[config.mk]
export PLATFORM = sky130hd
export DESIGN_NAME = rtp_core
export DESIGN_NICKNAME = d
export VERILOG_FILES = /design/src/core/rtp_pkg.sv /design/src/core/rtp_core.sv
export SDC_FILE = /design/constraint.sdc
export NUM_CORES = 1
export LEC_CHECK = 0
export BUFFER_PORTS_ARGS = -buffer_cell sky130_fd_sc_hd__clkbuf_2
export CORE_ASPECT_RATIO = 1.5
export CORE_MARGIN = 10
export CORE_UTILIZATION = 55
export CTS_CLUSTER_DIAMETER = 100
export DETAILED_ROUTE_END_ITERATION = 16
export HOLD_SLACK_MARGIN = 0.02
export PLACE_DENSITY_LB_ADDON = 0.05
export SYNTH_ARGS = -nofsm -noshare
export SYNTH_HDL_FRONTEND = slang
export SYNTH_SLANG_ARGS = --single-unit
[constraint.sdc]
create_clock -name sys_clk -period 13.55 [get_ports sys_clk]
set_input_delay 1.355 -clock sys_clk [delete_from_list [all_inputs] [get_ports sys_clk]]
set_output_delay 1.355 -clock sys_clk [all_outputs]
set_load 0.02 [all_outputs]
[src/core/rtp_pkg.sv]
// Package: register map, field layout, codes and states of the run-time parameter service
package rtp_pkg;
  // Request block word addresses
  localparam logic [15:0] ADDR_REQ_HEADER = 16'hB04A;
  localparam logic [15:0] ADDR_REQ_INDEX = 16'hB04B;
  localparam logic [15:0] ADDR_REQ_DATA_LO = 16'hB04C;
  localparam logic [15:0] ADDR_REQ_DATA_HI = 16'hB04D;
  localparam logic [15:0] ADDR_REQ_COMMAND = 16'hB04E;
  // Response block word addresses
  localparam logic [15:0] ADDR_RSP_STATUS = 16'hB0F7;
  localparam logic [15:0] ADDR_RSP_DATA_LO = 16'hB0F8;
  localparam logic [15:0] ADDR_RSP_DATA_HI = 16'hB0F9;
  localparam logic [15:0] ADDR_RSP_ECHO = 16'hB0FA;
  // Fieldbus object indices
  localparam logic [15:0] OBJ_REQUEST = 16'h4101;
  localparam logic [15:0] OBJ_RESPONSE = 16'h4100;
  localparam logic [7:0] OBJ_REQ_SUB_MAX = 8'h05;
  localparam logic [7:0] OBJ_RSP_SUB_MAX = 8'h04;
  // Field positions
  localparam int TOGGLE_BIT = 7;
  localparam int BYTE_HI_LSB = 8;
  // Reset values
  localparam logic [15:0] RESET_WORD = 16'h0000;
  // Range limits
  localparam logic [15:0] INDEX_MIN_WRITE = 16'h2000;
  localparam logic [15:0] INDEX_MIN_READ = 16'h1000;
  localparam logic [6:0] LEN_MIN = 7'h01;
  localparam logic [6:0] LEN_MAX = 7'h04;
  localparam logic [6:0] CMD_MIN = 7'h01;
  localparam logic [6:0] CMD_MAX = 7'h0A;
  localparam logic [7:0] NODE_MIN = 8'h01;
  localparam logic [7:0] NODE_MAX = 8'h20;
  localparam logic [7:0] NODE_SELF = 8'h7F;
  // Command codes
  localparam logic [6:0] CMD_READ = 7'h01;
  localparam logic [6:0] CMD_WRITE = 7'h02;
  localparam logic [6:0] CMD_ENABLE = 7'h08;
  localparam logic [6:0] CMD_DISABLE = 7'h09;
  localparam logic [6:0] CMD_HOTSWAP_CLR = 7'h0A;
  // Status codes
  localparam logic [6:0] ST_SUCCESS = 7'h00;
  localparam logic [7:0] ST_SKIPPED = 8'h01;
  localparam logic [6:0] ST_ILL_CMD = 7'h02;
  localparam logic [6:0] ST_ILL_LEN = 7'h03;
  localparam logic [6:0] ST_ILL_NODE = 7'h04;
  localparam logic [6:0] ST_ILL_STATE = 7'h05;
  localparam logic [6:0] ST_ILL_INDEX = 7'h06;
  localparam logic [6:0] ST_OVERSIZE = 7'h07;
  localparam logic [6:0] ST_NO_BUS = 7'h08;
  localparam logic [6:0] ST_WR_SELF = 7'h09;
  localparam logic [6:0] ST_ABORT = 7'h10;
  localparam logic [6:0] ST_GENERAL = 7'h7F;
  // Node states reported by the island side
  localparam logic [1:0] NODE_ST_PREOP = 2'h1;
  localparam logic [1:0] NODE_ST_OP = 2'h2;
  // Controller states, Gray along idle-check-access-status-echo
  typedef enum logic [2:0] {
    RTP_IDLE = 3'b000,
    RTP_CHECK = 3'b001,
    RTP_ACCESS = 3'b011,
    RTP_STATUS = 3'b010,
    RTP_ECHO = 3'b110
  } rtp_state_t;
endpackage
[src/core/rtp_core.sv]
// Run-time parameter request/response service with toggle handshake
// Contract
// - Service parameter changes revert on reset events
// - Test mode blocks fieldbus request writes
// - Test mode keeps words reachable via Modbus
// - Request is five words, fixed layout
// - Index range 0x2000 write, 0x1000 read
// - Length byte: toggle top, length 1..4
// - Nodes 1..32 or 127 only
// - Process only when both toggles match
// - Reprocess only after both toggles change
// - Request exposed as object 0x4101 sub 1..5
// - Response four read-only words, enable in status
// - Response exposed as object 0x4100 sub 1..4
// - Status and data written before echo bytes
// - Enable/disable node 127, hot-swap clear 1..32
// - Read from op/preop, write op only
// - One request at a time, others ignored
// - Hot-swap flag per module reported
// - Success 0x80 or 0x00, skipped 0x01
// - Error codes 0x82..0x89, 0x90, 0xFF; code gives 0x02, 0x04, 0x7F with top bit clear while not enabled
`timescale 1ns/1ps
module rtp_core
  import rtp_pkg::*;
#(
  parameter int NODES = 32
) (
  // Clock and reset
  input wire logic sys_clk,
  input wire logic reset,
  input wire logic clk_en,
  // Modbus register port (configuration tool or operator panel)
  input wire logic mb_wr,
  input wire logic [15:0] mb_addr,
  input wire logic [15:0] mb_wdata,
  output logic [15:0] mb_rdata,
  // Fieldbus object port
  input wire logic fb_wr,
  input wire logic [15:0] fb_index,
  input wire logic [7:0] fb_subindex,
  input wire logic [15:0] fb_wdata,
  output logic [15:0] fb_rdata,
  output logic fb_refused,
  // Mode and configuration
  input wire logic test_mode,
  input wire logic rtp_configured,
  input wire logic param_revert,
  // Island parameter access
  output logic isl_req,
  output logic isl_write,
  output logic [7:0] isl_node,
  output logic [15:0] isl_index,
  output logic [7:0] isl_subindex,
  output logic [2:0] isl_length,
  output logic [31:0] isl_wdata,
  output logic isl_revert,
  input wire logic isl_done,
  input wire logic [7:0] isl_status,
  input wire logic [31:0] isl_rdata,
  input wire logic [1:0] node_state,
  // Hot-swap indication
  input wire logic [NODES-1:0] hotswap_set,
  output logic [NODES-1:0] hotswap_flag
);

  // ----------------------------------------
  // Request and response storage
  // ----------------------------------------
  logic [15:0] req_r [5];
  logic [15:0] rsp_r [4];
  logic enabled_r;
  logic [7:0] done_cmd_r;
  logic [7:0] done_len_r;
  rtp_state_t state_r;
  logic [7:0] status_r;
  logic [31:0] data_r;
  logic [NODES-1:0] hs_r;
  logic req_r_q;

  // ----------------------------------------
  // Write decode
  // ----------------------------------------
  wire fb_req_obj = fb_index == OBJ_REQUEST;
  wire fb_rsp_obj = fb_index == OBJ_RESPONSE;
  wire fb_req_sub_ok = fb_subindex >= 8'h01 && fb_subindex <= OBJ_REQ_SUB_MAX;
  wire fb_rsp_sub_ok = fb_subindex >= 8'h01 && fb_subindex <= OBJ_RSP_SUB_MAX;
  wire [2:0] fb_req_sel = 3'(fb_subindex - 8'h01);
  wire [1:0] fb_rsp_sel = 2'(fb_subindex - 8'h01);
  wire fb_req_wr = fb_wr && fb_req_obj && fb_req_sub_ok && !test_mode;
  assign fb_refused = fb_wr && !(fb_req_obj && fb_req_sub_ok && !test_mode);
  wire mb_req_hit = mb_addr >= ADDR_REQ_HEADER && mb_addr <= ADDR_REQ_COMMAND;
  wire [2:0] mb_req_sel = 3'(mb_addr - ADDR_REQ_HEADER);
  wire mb_req_wr = mb_wr && mb_req_hit && test_mode;
  wire mb_rsp_hit = mb_addr >= ADDR_RSP_STATUS && mb_addr <= ADDR_RSP_ECHO;
  wire [1:0] mb_rsp_sel = 2'(mb_addr - ADDR_RSP_STATUS);

  // ----------------------------------------
  // Read paths
  // ----------------------------------------
  assign mb_rdata = mb_req_hit ? req_r[mb_req_sel] :
                    mb_rsp_hit ? rsp_r[mb_rsp_sel] : RESET_WORD;
  assign fb_rdata = (fb_req_obj && fb_req_sub_ok) ? req_r[fb_req_sel] :
                    (fb_rsp_obj && fb_rsp_sub_ok) ? rsp_r[fb_rsp_sel] : RESET_WORD;

  // ----------------------------------------
  // Request fields
  // ----------------------------------------
  wire [7:0] len_byte = req_r[0][7:0];
  wire [7:0] sub_idx = req_r[0][15:BYTE_HI_LSB];
  wire [15:0] index = req_r[1];
  wire [31:0] wdata = {req_r[3], req_r[2]};
  wire [7:0] cmd_byte = req_r[4][15:BYTE_HI_LSB];
  wire [7:0] node = req_r[4][7:0];
  wire [6:0] cmd = cmd_byte[6:0];
  wire [6:0] len = len_byte[6:0];
  wire tog_match = cmd_byte[TOGGLE_BIT] == len_byte[TOGGLE_BIT];
  wire tog_new = cmd_byte[TOGGLE_BIT] != done_cmd_r[TOGGLE_BIT] &&
                 len_byte[TOGGLE_BIT] != done_len_r[TOGGLE_BIT];
  wire start = state_r == RTP_IDLE && tog_match && tog_new;

  // ----------------------------------------
  // Field checks
  // ----------------------------------------
  wire node_io = node >= NODE_MIN && node <= NODE_MAX;
  wire node_ok = node_io || node == NODE_SELF;
  wire cmd_ok = cmd >= CMD_MIN && cmd <= CMD_MAX;
  wire is_rw = cmd == CMD_READ || cmd == CMD_WRITE;
  wire len_ok = !is_rw || (len >= LEN_MIN && len <= LEN_MAX);
  wire idx_ok = cmd == CMD_WRITE ? index >= INDEX_MIN_WRITE :
                cmd == CMD_READ ? index >= INDEX_MIN_READ : 1'b1;
  wire cmd_known = is_rw || cmd == CMD_ENABLE || cmd == CMD_DISABLE ||
                   cmd == CMD_HOTSWAP_CLR;
  wire node_cmd_ok = (cmd == CMD_READ) ? node_ok :
                     (cmd == CMD_WRITE) ? (node_io || node == NODE_SELF) :
                     (cmd == CMD_HOTSWAP_CLR) ? node_io : node == NODE_SELF;
  wire state_ok = cmd == CMD_READ ? (node == NODE_SELF || node_state == NODE_ST_OP ||
                                     node_state == NODE_ST_PREOP) :
                  cmd == CMD_WRITE ? node_state == NODE_ST_OP : 1'b1;
  wire [5:0] hs_sel = 6'(node - NODE_MIN);

  // Check result; error first, else zero meaning go ahead
  logic [7:0] chk_status;
  always_comb begin
    chk_status = 8'h00;
    if (!cmd_ok || !cmd_known) chk_status = {enabled_r, ST_ILL_CMD};
    else if (!node_ok) chk_status = {enabled_r, ST_ILL_NODE};
    else if (!enabled_r && cmd != CMD_ENABLE) chk_status = ST_SKIPPED;
    else if (!len_ok) chk_status = {enabled_r, ST_ILL_LEN};
    else if (cmd == CMD_WRITE && node == NODE_SELF) chk_status = {enabled_r, ST_WR_SELF};
    else if (!node_cmd_ok) chk_status = {enabled_r, ST_ILL_NODE};
    else if (!idx_ok) chk_status = {enabled_r, ST_ILL_INDEX};
    else if (!state_ok) chk_status = {enabled_r, ST_ILL_STATE};
    else if (cmd == CMD_ENABLE && !rtp_configured) chk_status = {enabled_r, ST_GENERAL};
  end

  // ----------------------------------------
  // Island access outputs
  // ----------------------------------------
  assign isl_req = req_r_q;
  assign isl_write = cmd == CMD_WRITE;
  assign isl_node = node;
  assign isl_index = index;
  assign isl_subindex = sub_idx;
  assign isl_length = 3'(len);
  assign isl_wdata = wdata;
  assign isl_revert = param_revert;
  assign hotswap_flag = hs_r;

  // ----------------------------------------
  // Request words
  // ----------------------------------------
  always_ff @(posedge sys_clk or posedge reset) begin
    if (reset) begin
      for (int i = 0; i < 5; i++) req_r[i] <= RESET_WORD;
    end else if (clk_en) begin
      if (fb_req_wr) req_r[fb_req_sel] <= fb_wdata;
      else if (mb_req_wr) req_r[mb_req_sel] <= mb_wdata;
    end
  end

  // ----------------------------------------
  // Hot-swap flags, set wins over clear
  // ----------------------------------------
  always_ff @(posedge sys_clk or posedge reset) begin
    if (reset) begin
      hs_r <= '0;
    end else if (clk_en) begin
      for (int i = 0; i < NODES; i++) begin
        if (hotswap_set[i]) hs_r[i] <= 1'b1;
        else if (state_r == RTP_STATUS && cmd == CMD_HOTSWAP_CLR &&
                 status_r[6:0] == ST_SUCCESS && hs_sel == 6'(i)) hs_r[i] <= 1'b0;
      end
    end
  end

  // ----------------------------------------
  // Controller
  // ----------------------------------------
  always_ff @(posedge sys_clk or posedge reset) begin
    if (reset) begin
      state_r <= RTP_IDLE;
      enabled_r <= 1'b0;
      done_cmd_r <= 8'h00;
      done_len_r <= 8'h00;
      status_r <= 8'h00;
      data_r <= '0;
      req_r_q <= 1'b0;
      for (int i = 0; i < 4; i++) rsp_r[i] <= RESET_WORD;
    end else if (clk_en) begin
      req_r_q <= 1'b0;
      unique case (state_r)
        RTP_IDLE: begin
          if (start) begin
            done_cmd_r <= cmd_byte;
            done_len_r <= len_byte;
            state_r <= RTP_CHECK;
          end
        end
        RTP_CHECK: begin
          data_r <= '0;
          if (chk_status != 8'h00) begin
            status_r <= chk_status;
            state_r <= RTP_STATUS;
          end else if (is_rw) begin
            req_r_q <= 1'b1;
            state_r <= RTP_ACCESS;
          end else begin
            if (cmd == CMD_ENABLE) enabled_r <= 1'b1;
            if (cmd == CMD_DISABLE) enabled_r <= 1'b0;
            status_r <= {cmd != CMD_DISABLE, ST_SUCCESS};
            state_r <= RTP_STATUS;
          end
        end
        RTP_ACCESS: begin
          if (isl_done) begin
            status_r <= isl_status == 8'h00 ? {1'b1, ST_SUCCESS} :
                        {1'b1, isl_status[6:0]};
            data_r <= cmd == CMD_READ || isl_status[6:0] == ST_ABORT ? isl_rdata : '0;
            state_r <= RTP_STATUS;
          end
        end
        RTP_STATUS: begin
          rsp_r[0][15:BYTE_HI_LSB] <= status_r;
          rsp_r[1] <= data_r[15:0];
          rsp_r[2] <= data_r[31:16];
          state_r <= RTP_ECHO;
        end
        RTP_ECHO: begin
          rsp_r[0][7:0] <= done_cmd_r;
          rsp_r[3] <= {8'h00, done_cmd_r};
          state_r <= RTP_IDLE;
        end
        default: state_r <= RTP_IDLE;
      endcase
    end
  end

endmodule

-- Word level (Yosys, flattened, before mapping)
Cells that the tools add are included.
- output and inout port bits: 135
- input bits: 155
- bits in registers: 221
- muxes and demuxes: 122
- equal/unequal tests: 54
- reduce and logical (&&, ||, !) cells: 155
- bitwise operators: 6
- add/sub/neg operators: 4
- $lt $le $gt $ge: 21
- operators with widths (cell ; count):
    $mux W16 ; 14
    $bwmux W80 ; 2
    $mux W80 ; 2
    $bmux W16 S3 ; 2
    $demux W16 S3 ; 2
    $eq A6 B5 Y1 const B ; 16
    $mux W8 ; 12
    $mux W1 ; 78
    $reduce_and A2 Y1 ; 35
    $reduce_bool A2 Y1 ; 35
    $bmux W16 S2 ; 2
    $mux W32 ; 2
    $pmux W32 S2 ; 1
    $logic_and A1 B1 Y1 ; 58
    $eq A6 B4 Y1 const B ; 8
    $eq A16 B15 Y1 const B ; 2
    $ge A16 B16 Y1 const B ; 2
    $le A16 B16 Y1 const B ; 2
    $eq A6 B3 Y1 const B ; 4
    $eq A7 B4 Y1 const B ; 3
    $ge A16 B13 Y1 const B ; 1
    $ge A16 B14 Y1 const B ; 1
    $ge A8 B1 Y1 const B ; 2
    $le A8 B3 Y1 const B ; 2
    other kinds (44) ; 74

-- Logic depth before layout (Yosys ltp)
Gate-level depths: netlist of run 1.
- word-level depth: 15
- mapped depth: 14
- gate-level depth less buffers: 9

-- Worst setup path before layout of run 1
OpenSTA, ideal clock, no wires.
- path kind: input-to-output
- from: input port fb_subindex[0]
- to: output port fb_rdata[12]
- stages: 11
- data required time: 12.195 ns
- slack: 8.204 ns
- arrival: 3.991 ns
- buffers on the path: 4
- path through: buf_2 -> inv_1 -> clkbuf_1 -> ha_1 -> xor2_1 -> clkbuf_1 -> clkbuf_1 -> nand3_1 -> o21ai_0 -> a22oi_1 -> o22ai_1
- word-level cells in the longest chain between the ends: 7
- elaborated cells between the ends (all ways): 18
- RTL lines (item ; line ; text):
    from (decl) ; rtp_core.sv:40 ; input wire logic [7:0] fb_subindex,
    $sub A3 B1 Y3 ; rtp_core.sv:88 ; wire [1:0] fb_rsp_sel = 2'(fb_subindex - 8'h01);
    $not A2 Y3 (implied by the code) ; rtp_core.sv:103 ; (fb_rsp_obj && fb_rsp_sub_ok) ? rsp_r[fb_rsp_sel] : RESET_WORD;
    $bmux W16 S2 ; rtp_core.sv:103 ;
    $mux W16 (implied by the code) (2 in series) ; rtp_core.sv:103 ;
    $mux W16 ; rtp_core.sv:103 ;
    $mux W16 * ; rtp_core.sv:102 ; assign fb_rdata = (fb_req_obj && fb_req_sub_ok) ? req_r[fb_req_sel] :
    to (decl) ; rtp_core.sv:42 ; output logic [15:0] fb_rdata,
Mark *: on every way between the ends. The rest lies on a longest branch, timed or not. The select of a mux whose other input is x is not followed.

-- Worst setup path after layout of run 1
- from: input port fb_subindex[0]
- to: output port fb_rdata[3]
Same word-level chain as after synthesis.

==> results.cfg, run 1 <==
[sta]
finalHoldViolations = 0
fin_crit_ns = 6.55
tightest_slew_ns = 1.03
skew_ns = 0.0130
tns_ns = 0
setup_viol = 0
period_share_pct = 48.4
rsz0062_at_grt = false
fmax_ghz = 0.153
slew_viol_final = 0
relSlewSlack_pct = 31.0

[synth]
yosysTopAreaCellShare_pct = 43.8
synth_area_mm2 = 0.0122
synth.net_count = 1342
synthTopCellsByArea = dfrtp_1 44%, mux2_2 11%, a22o_1 4.4%
yosys_warnings = 0
ys_seq_elements = 214
ys_seq_area_share_pct = 43.8
synth_area_leader_cell = dfrtp_1
synthArstFlopShare_pct = 100
synth.avg_cell_area_um2 = 10.4
synth_cell_types = 79
synth_edf_count = 0
synthCells = 1180
synth-main-ff-cell = dfrtp_1

[pwr]
intPower_w = 0.00106
swShare_pct = 25.0
power_frac_seq_pct = 45.4
p_sw_w = 0.000352
p_leak_nw = 6.74
powerDensity_mw_per_mm2 = 96.8
vdd_drop_max_mv = 0.104
pwr-share-clk_pct = 46.8
comb_power_share_pct = 7.8

[clock_tree]
cts.clk_slew.worst_paths_ns = 0.06
clk_latency_ns = 0.53
cts_hold_buf = 0
root_buffer = clkbuf_16
cts_buffers = 23
cts_buffer_depth = 3
numClockSinks = 214
cts-resized-gates = 0
tritoncts = yes
cts_max_level = 1
cts_setup_buffers = 0

[floorplanning]
dieWidth_um = 142
coreArea_mm2 = 0.0218
dieHeight_um = 203
ios = 290
rows = 66
dieArea_mm2 = 0.0287
start_util_pct = 56.0

[placed_design]
dp.cells = 1665
dp_hpwl_um = 30400
gp_congestion = 0.902
io_buffers = 286

[route]
wl_met2_um = 20200
ant_nets = 0
drt-initial-drc-count = 1000
wl_met1_um = 16200
drt_wl_total_um = 40500
dr_wl_met3_um = 3100
wire_per_inst_um = 23.7
highest_layer = met4
dr.pass1.iters = 5
viasPerCell = 6.37
drc_errors = 0
vias = 10900

[global_route]
grt_pass1_vias = 11100
grt_overflow = 0
antenna_found_initial = 0
grt_max_degree = 103
grt_pass1_wl_um = 64300
grt_util_all_layers_pct = 27.6

[finish]
final_cell_mix = 286 x clkbuf_2, 214 x dfrtp_1, 141 x nand2_1
drive_above_1_share_pct = 36.6
instances_no_fill = 1707
antenna_cells = 0
area_growth_pct = 19.0
final_common_cell = clkbuf_2
fin_nets = 1580
regArea_mm2 = 0.00536
nFillCells = 1842
multiInputGateArea_mm2 = 0.00643

[setup_path]
cp_top_family = buffers and inverters
cpMaxStageDelayCell = inv_1
worstSetupPathType = in -> out
arrival_ns = 5.20
path_cells = clkbuf_2 > inv_1 > ha_2 > buf_4 > nand2_1 > nand2_1 > nor2_1 > o32ai_1 > clkbuf_2
path_max_fanout = 49
cp_num_buf_inv = 4
required_ns = 12.19
max_stage_delay_ns = 0.61
cp-end-kind = primary output
cp-start-kind = input port

[worst_hold_path]
hp-class = reg -> reg

[flow_run]
maxCapViolations = 0

[outcome]
status = finished, final reports clean
[worst paths after layout]
check,slack [ns],end,start,cells past startpoint
max reg2reg,9.99,status_r[2],cmd[2],7
min,0.50,hotswap_flag[30],hotswap_flag[30],1
max,7.00,fb_rdata[3],fb_subindex[0],9
max in group asynchronous,10.56,rsp_r[60],reset,4
min reg2reg,0.50,hotswap_flag[30],hotswap_flag[30],1
min in group asynchronous,0.96,data_r[10],reset,2
[cell usage after synthesis, types with 33 or more instances]
| library cell | n |
|---|---|
| o22ai_1 | 34 |
| a22o_1 | 62 |
| nor2_1 | 47 |
| o21ai_0 | 71 |
| dfrtp_1 | 214 |
| nand2_1 | 141 |
| a21oi_1 | 46 |
| clkbuf_1 | 61 |
| mux2i_1 | 37 |
| mux2_2 | 123 |
| o2bb2ai_1 | 33 |
[registers in the layout, indices dropped and copies added, names as in the netlist]
register,flops
enabled_r,1
isl_wdata,32
status_r,8
cmd,7
data_r,32
cmd_byte,1
rsp_r,48
isl_length,3
isl_index,16
isl_subindex,8
len_byte,1
done_cmd_r,8
len,4
hotswap_flag,32
done_len_r,1
isl_req,1
state_r,3
isl_node,8
[metrics by stage]
| stage | utilization (%) | instance area (um2) | hold slack [ns] | power, W | setup WS (ns) |
|---|---|---|---|---|---|
| 3_5_place_dp | 63.1 | 13800 | 0.480 | 0.000759 | 7.21 |
| 4_1_cts | 66.7 | 14500 | 0.497 | 0.00141 | 7.17 |
| 6_report | 66.7 | 14500 | 0.496 | 0.00141 | 7.00 |
| 2_1_floorplan | - | 12200 | 0.446 | 0.000712 | 6.34 |
| 3_3_place_gp | 63.1 | 13800 | 0.477 | 0.000758 | 7.23 |
| 5_1_grt | 66.7 | 14500 | 0.514 | 0.00145 | 6.80 |
[power groups by stage]
stage	clock (W)	combinational [W]	sequential, W
after floorplan	0	0.0000608	0.000651
after global placement	0	0.000107	0.000651
after detailed placement	0	0.000108	0.000651
after CTS	0.000665	0.000109	0.000639
after global routing	0.000691	0.000120	0.000639
final	0.000659	0.000109	0.000639
[logic make-up after synthesis]
family,Yosys count,synth area share [%]
buffers and inverters,107,3.93
AO/OA/AOI/OAI,334,19.3
XOR/XNOR,4,0.287
adder cells (fa/ha/maj),7,0.717
AND/OR/NAND/NOR,335,14.0
multiplexers,179,17.9
flip-flops,214,43.8
[area by class of cell]
type                       count  share of cell area [%]
inverter                      14                   0.413
clock inverter                15                    1.24
multi-input combinational    859                    44.2
tap                          272                    2.34
sequential                   214                    36.8
timing repair buffer         306                    10.9
clock buffer                  27                    4.13
[layer usage]
metal  global-route usage [%]  up-vias
met1                     35.9     5365
met3                     4.88       76
met2                     45.9      517
met4                     7.65        0
li1                         -     4918
met5                        0        -
Power figures use the tool's default switching activity.
==> run 2, diff against run 1 <==
Clock period 13.55 ns to 6.4 ns, I/O delays scaled along.
==> results.cfg, run 2 (synthesis gave the netlist of run 1 again) <==
[outcome]
status = finished, final reports clean

[setup_path]
cp-start-kind = input port
cp-end-kind = primary output
regToRegSetupSlack_ns = 2.99
max_stage_delay_ns = 0.93
required_ns = 5.76
worstSetupPathType = in -> out
path_cells = clkbuf_2 > ha_1 > nand2_1 > nand2_1 > nor2_1 > o32ai_1 > clkbuf_2
cpMaxStageDelayCell = ha_1
path_max_fanout = 25
arrival_ns = 3.51

[floorplanning]
dieArea_mm2 = 0.0287
coreArea_mm2 = 0.0218
rows = 66
dieWidth_um = 142
ios = 290
start_util_pct = 56.0
dieHeight_um = 203

[sta]
skew_ns = 0.0160
setup_viol = 0
relSlewSlack_pct = 24.7
period_share_pct = 64.9
rsz0062_at_grt = false
fmax_ghz = 0.241
tightest_slew_ns = 1.13
finalHoldViolations = 0
slew_viol_final = 0
fin_crit_ns = 4.15
tns_ns = 0

[pwr]
power_frac_seq_pct = 46.9
powerDensity_mw_per_mm2 = 199
comb_power_share_pct = 8.2
p_sw_w = 0.000720
intPower_w = 0.00217
p_leak_nw = 6.75
swShare_pct = 24.9
vdd_drop_max_mv = 0.179
pwr-share-clk_pct = 45.0

[global_route]
gr-usage-met3_pct = 4.81
grt_overflow = 0
grt_max_degree = 188
grt_pass1_vias = 11100
grt-busiest-layer = met2
antenna_found_initial = 0
grt_pass1_wl_um = 64800
use_met1_pct = 36.1
grt_util_met2_pct = 46.4
grt_util_all_layers_pct = 27.8

[route]
viasPerCell = 6.39
drt_wl_total_um = 41100
dr.pass1.iters = 5
wire_per_inst_um = 24.0
vias = 10900
ant_nets = 0
drt-initial-drc-count = 826
drc_errors = 0

[finish]
fin_nets = 1585
nFillCells = 1847
antenna_cells = 0
largest_reg_flops = 48
drive_above_1_share_pct = 36.6
area_growth_pct = 18.9
final_common_cell = clkbuf_2
final_cell_mix = 286 x clkbuf_2, 214 x dfrtp_1, 141 x nand2_1
instances_no_fill = 1710
regMostFlops = rsp_r

[clock_tree]
cts_max_level = 1
root_buffer = clkbuf_16
cts.clk_slew.worst_paths_ns = 0.06
cts_buffers = 23
tritoncts = yes
cts_buffer_depth = 3
cts_hold_buf = 0
cts_setup_buffers = 0
cts-resized-gates = 0
clk_latency_ns = 0.52
numClockSinks = 214

[placed_design]
gp_congestion = 0.915
io_buffers = 286
dp_hpwl_um = 30700
dp.cells = 1670

[worst_hold_path]
hp-class = in -> async

[flow_run]
maxCapViolations = 0
-- run 2: area by class of cell --
| cell class | instances | area [um2] | share of cell area (%) |
|---|---|---|---|
| inverters | 14 | 56.3 | 0.388 |
| flip-flops and latches | 214 | 5360 | 36.9 |
| clock inverters | 9 | 76.3 | 0.526 |
| clock buffers | 31 | 636 | 4.38 |
| well taps | 272 | 340 | 2.34 |
| repair buffers | 311 | 1630 | 11.2 |
| multi-input cells | 859 | 6430 | 44.3 |
-- run 2: worst paths after layout --
kind / from / cells past startpoint / endpoint
min in group sys_clk: hotswap_set[15] / 3 / hotswap_flag[15]
worst max-delay path: mb_addr[1] / 7 / mb_rdata[2]
worst max register to register: cmd[2] / 7 / status_r[2]
worst min register to register: isl_req / 1 / isl_req
worst min-delay path: reset / 2 / rsp_r[43]
max in group asynchronous: reset / 3 / hotswap_flag[2]
-- run 2: power by group through the flow --
| stage | sequential [W] | clock [W] | combinational (W) |
|---|---|---|---|
| finish | 0.00135 | 0.00130 | 0.000237 |
| global route | 0.00135 | 0.00137 | 0.000259 |
| CTS | 0.00135 | 0.00131 | 0.000236 |
| detailed placement | 0.00138 | 0 | 0.000234 |
| global placement | 0.00138 | 0 | 0.000232 |
| floorplan | 0.00138 | 0 | 0.000129 |
-- run 2: per-stage QoR --
step	hold WS, ns	instance area (um2)	worst slack (ns)	util, %	total power (W)
2_1_floorplan	0.446	12200	2.48	-	0.00151
3_3_place_gp	0.472	13800	2.20	63.3	0.00161
3_5_place_dp	0.477	13800	2.13	63.3	0.00161
4_1_cts	0.201	14500	2.33	66.6	0.00290
5_1_grt	0.241	14500	2.04	66.6	0.00298
6_report	0.197	14500	2.25	66.6	0.00289
-- run 2: worst max-delay path: cells and delay by family --
family	cells	cell delay [ns]
adder cells (fa/ha/maj)	1	0.93
AO/OA/AOI/OAI	1	0.46
AND/OR/NAND/NOR	3	0.80
buffers and inverters	2	0.67
-- run 2: layer usage --
| layer | part of all wire, % | vias up |
|---|---|---|
| li1 | - | 4915 |
| met1 | 40 | 5432 |
| met2 | 50 | 499 |
| met3 | 7.2 | 77 |
| met4 | 3.0 | 0 |
| met5 | 0 | - |
==> run 3, diff against run 2 <==
Clock period 6.4 ns to 4.33 ns, I/O delays scaled along.
==> results.cfg, run 3 (synthesis gave the netlist of run 1 again) <==
[route]
wire_per_inst_um = 23.9
vias = 10800
drt-initial-drc-count = 853
dr.pass1.iters = 7
drc_errors = 0
dr_wl_met3_um = 2980
ant_nets = 0
drt_wl_total_um = 40900
viasPerCell = 6.28
wl_met2_um = 20400
wl_met1_um = 16400
highest_layer = met4

[pwr]
powerDensity_mw_per_mm2 = 298
p_sw_w = 0.00106
swShare_pct = 24.2
vdd_drop_max_mv = 0.282
pwr-share-clk_pct = 46.2
intPower_w = 0.00331
power_frac_seq_pct = 45.8
comb_power_share_pct = 8.0
p_leak_nw = 6.82

[finish]
final_util_pct = 67.2
antenna_cells = 0
largest_reg_flops = 48
regMostFlops = rsp_r
area_growth_pct = 19.9
final_common_cell = clkbuf_2
multiInputGateArea_mm2 = 0.00643
regArea_mm2 = 0.00536
fin_nets = 1592
drive_above_1_share_pct = 37.1
nFillCells = 1861
final_cell_mix = 286 x clkbuf_2, 214 x dfrtp_1, 141 x nand2_1

[placed_design]
io_buffers = 286
dp_hpwl_um = 30900
gp_congestion = 0.907

[clock_tree]
cts_hold_buf = 1
cts_buffer_depth = 3
cts.clk_slew.worst_paths_ns = 0.06
root_buffer = clkbuf_16
numClockSinks = 214
cts_setup_buffers = 0
cts_max_level = 1
cts_buffers = 22
clk_latency_ns = 0.52
tritoncts = yes
cts-resized-gates = 0

[setup_path]
timing.rr.end = state_r[0]
arrival_ns = 2.99
worstReg2RegStart = isl_node[0]
cp-end-kind = primary output
ff2ff_path_depth = 7
path_max_fanout = 21
worstSetupPathType = in -> out
regToRegSetupSlack_ns = 1.10
cp-start-kind = input port
required_ns = 3.90

[sta]
rsz0062_at_grt = false
slew_viol_final = 0
skew_ns = 0.0143
finalHoldViolations = 0
period_share_pct = 79.0
fmax_ghz = 0.292
relSlewSlack_pct = 24.6
setup_viol = 0
tightest_slew_ns = 1.12
tns_ns = 0
fin_crit_ns = 3.42

[flow_run]
maxCapViolations = 0

[floorplanning]
start_util_pct = 56.0
coreArea_mm2 = 0.0218
rows = 66
dieArea_mm2 = 0.0287
dieWidth_um = 142
dieHeight_um = 203
ios = 290

[global_route]
grt_util_all_layers_pct = 27.8
grt_pass1_wl_um = 64800
grt_max_degree = 97
antenna_found_initial = 0
grt_pass1_vias = 11200
grt_overflow = 0

[worst_hold_path]
holdPathEnd = hotswap_flag[15]
hp-class = in -> reg
min_path_cells = 3
hold_start = hotswap_set[15]

[outcome]
status = finished, final reports clean
==> run 3: changes by cell type in the layout (fill, tap and decap cells not counted) <==
cell,previous run,this run
buf_4,24,30
clkbuf_1,5,0
clkbuf_8,3,6
clkinv_2,6,3
clkinv_4,0,2
buf_12,1,2
bufinv_16,1,2
dlygate4sd3_1,0,1
o21ai_0,71,70
o21ai_1,2,3
==> run 3: per-layer routing <==
layer | global-route usage, % | up-vias
li1 | - | 4936
met3 | 6.12 | 69
met4 | 8.24 | 0
met5 | 0 | -
met2 | 46.5 | 452
met1 | 35.1 | 5324
==> run 3: power by group through the flow <==
stage | Clock (W) | Combinational (W) | Sequential [W]
2_1_floorplan | 0 | 0.000191 | 0.00204
3_3_place_gp | 0 | 0.000344 | 0.00204
3_5_place_dp | 0 | 0.000347 | 0.00204
4_1_cts | 0.00204 | 0.000350 | 0.00200
5_1_grt | 0.00212 | 0.000385 | 0.00200
6_report | 0.00202 | 0.000351 | 0.00200
==> run 3: worst max-delay path, cell delays in order <==
cell and delay (ns):
clkbuf_2 0.10, inv_1 0.08, ha_2 0.26, xor2_2 0.82
nor2_1 0.26, nand2_1 0.14, o21ai_0 0.08, a21oi_1 0.36
o32ai_1 0.23, clkbuf_2 0.20
==> run 3: per-stage QoR <==
stage                     total power (W)  area, um2  instances  hold WS, ns  setup WS (ns)
after floorplan                   0.00223      12200       1180        0.446          0.828
after global placement            0.00238      13900       1677        0.462          0.898
after detailed placement          0.00238      13900       1677        0.468          0.867
after CTS                         0.00439      14700       1716        0.107          0.978
after global routing              0.00450      14700       1716        0.122          0.801
final                             0.00437      14700       1716        0.112          0.908
==> run 3: area by class of cell <==
cell class / count / area share [%]
clock buffers: 29 / 4.49
clock inverters: 9 / 0.743
inverters: 14 / 0.384
multi-input cells: 859 / 43.9
flip-flops and latches: 214 / 36.5
well taps: 272 / 2.32
repair buffers: 319 / 11.6
==> run 3: worst max path at each step <==
stage	start	to	slack (ns)	depth (start not counted)
2_1_floorplan	fb_subindex[0]	fb_rdata[12]	0.83	11
4_1_cts	fb_subindex[0]	fb_rdata[4]	0.98	10
3_3_place_gp	fb_index[13]	isl_index[1]	0.90	8
5_1_grt	fb_subindex[0]	fb_rdata[4]	0.80	10
6_report	fb_subindex[0]	fb_rdata[4]	0.91	10
3_5_place_dp	fb_index[13]	isl_index[4]	0.87	8
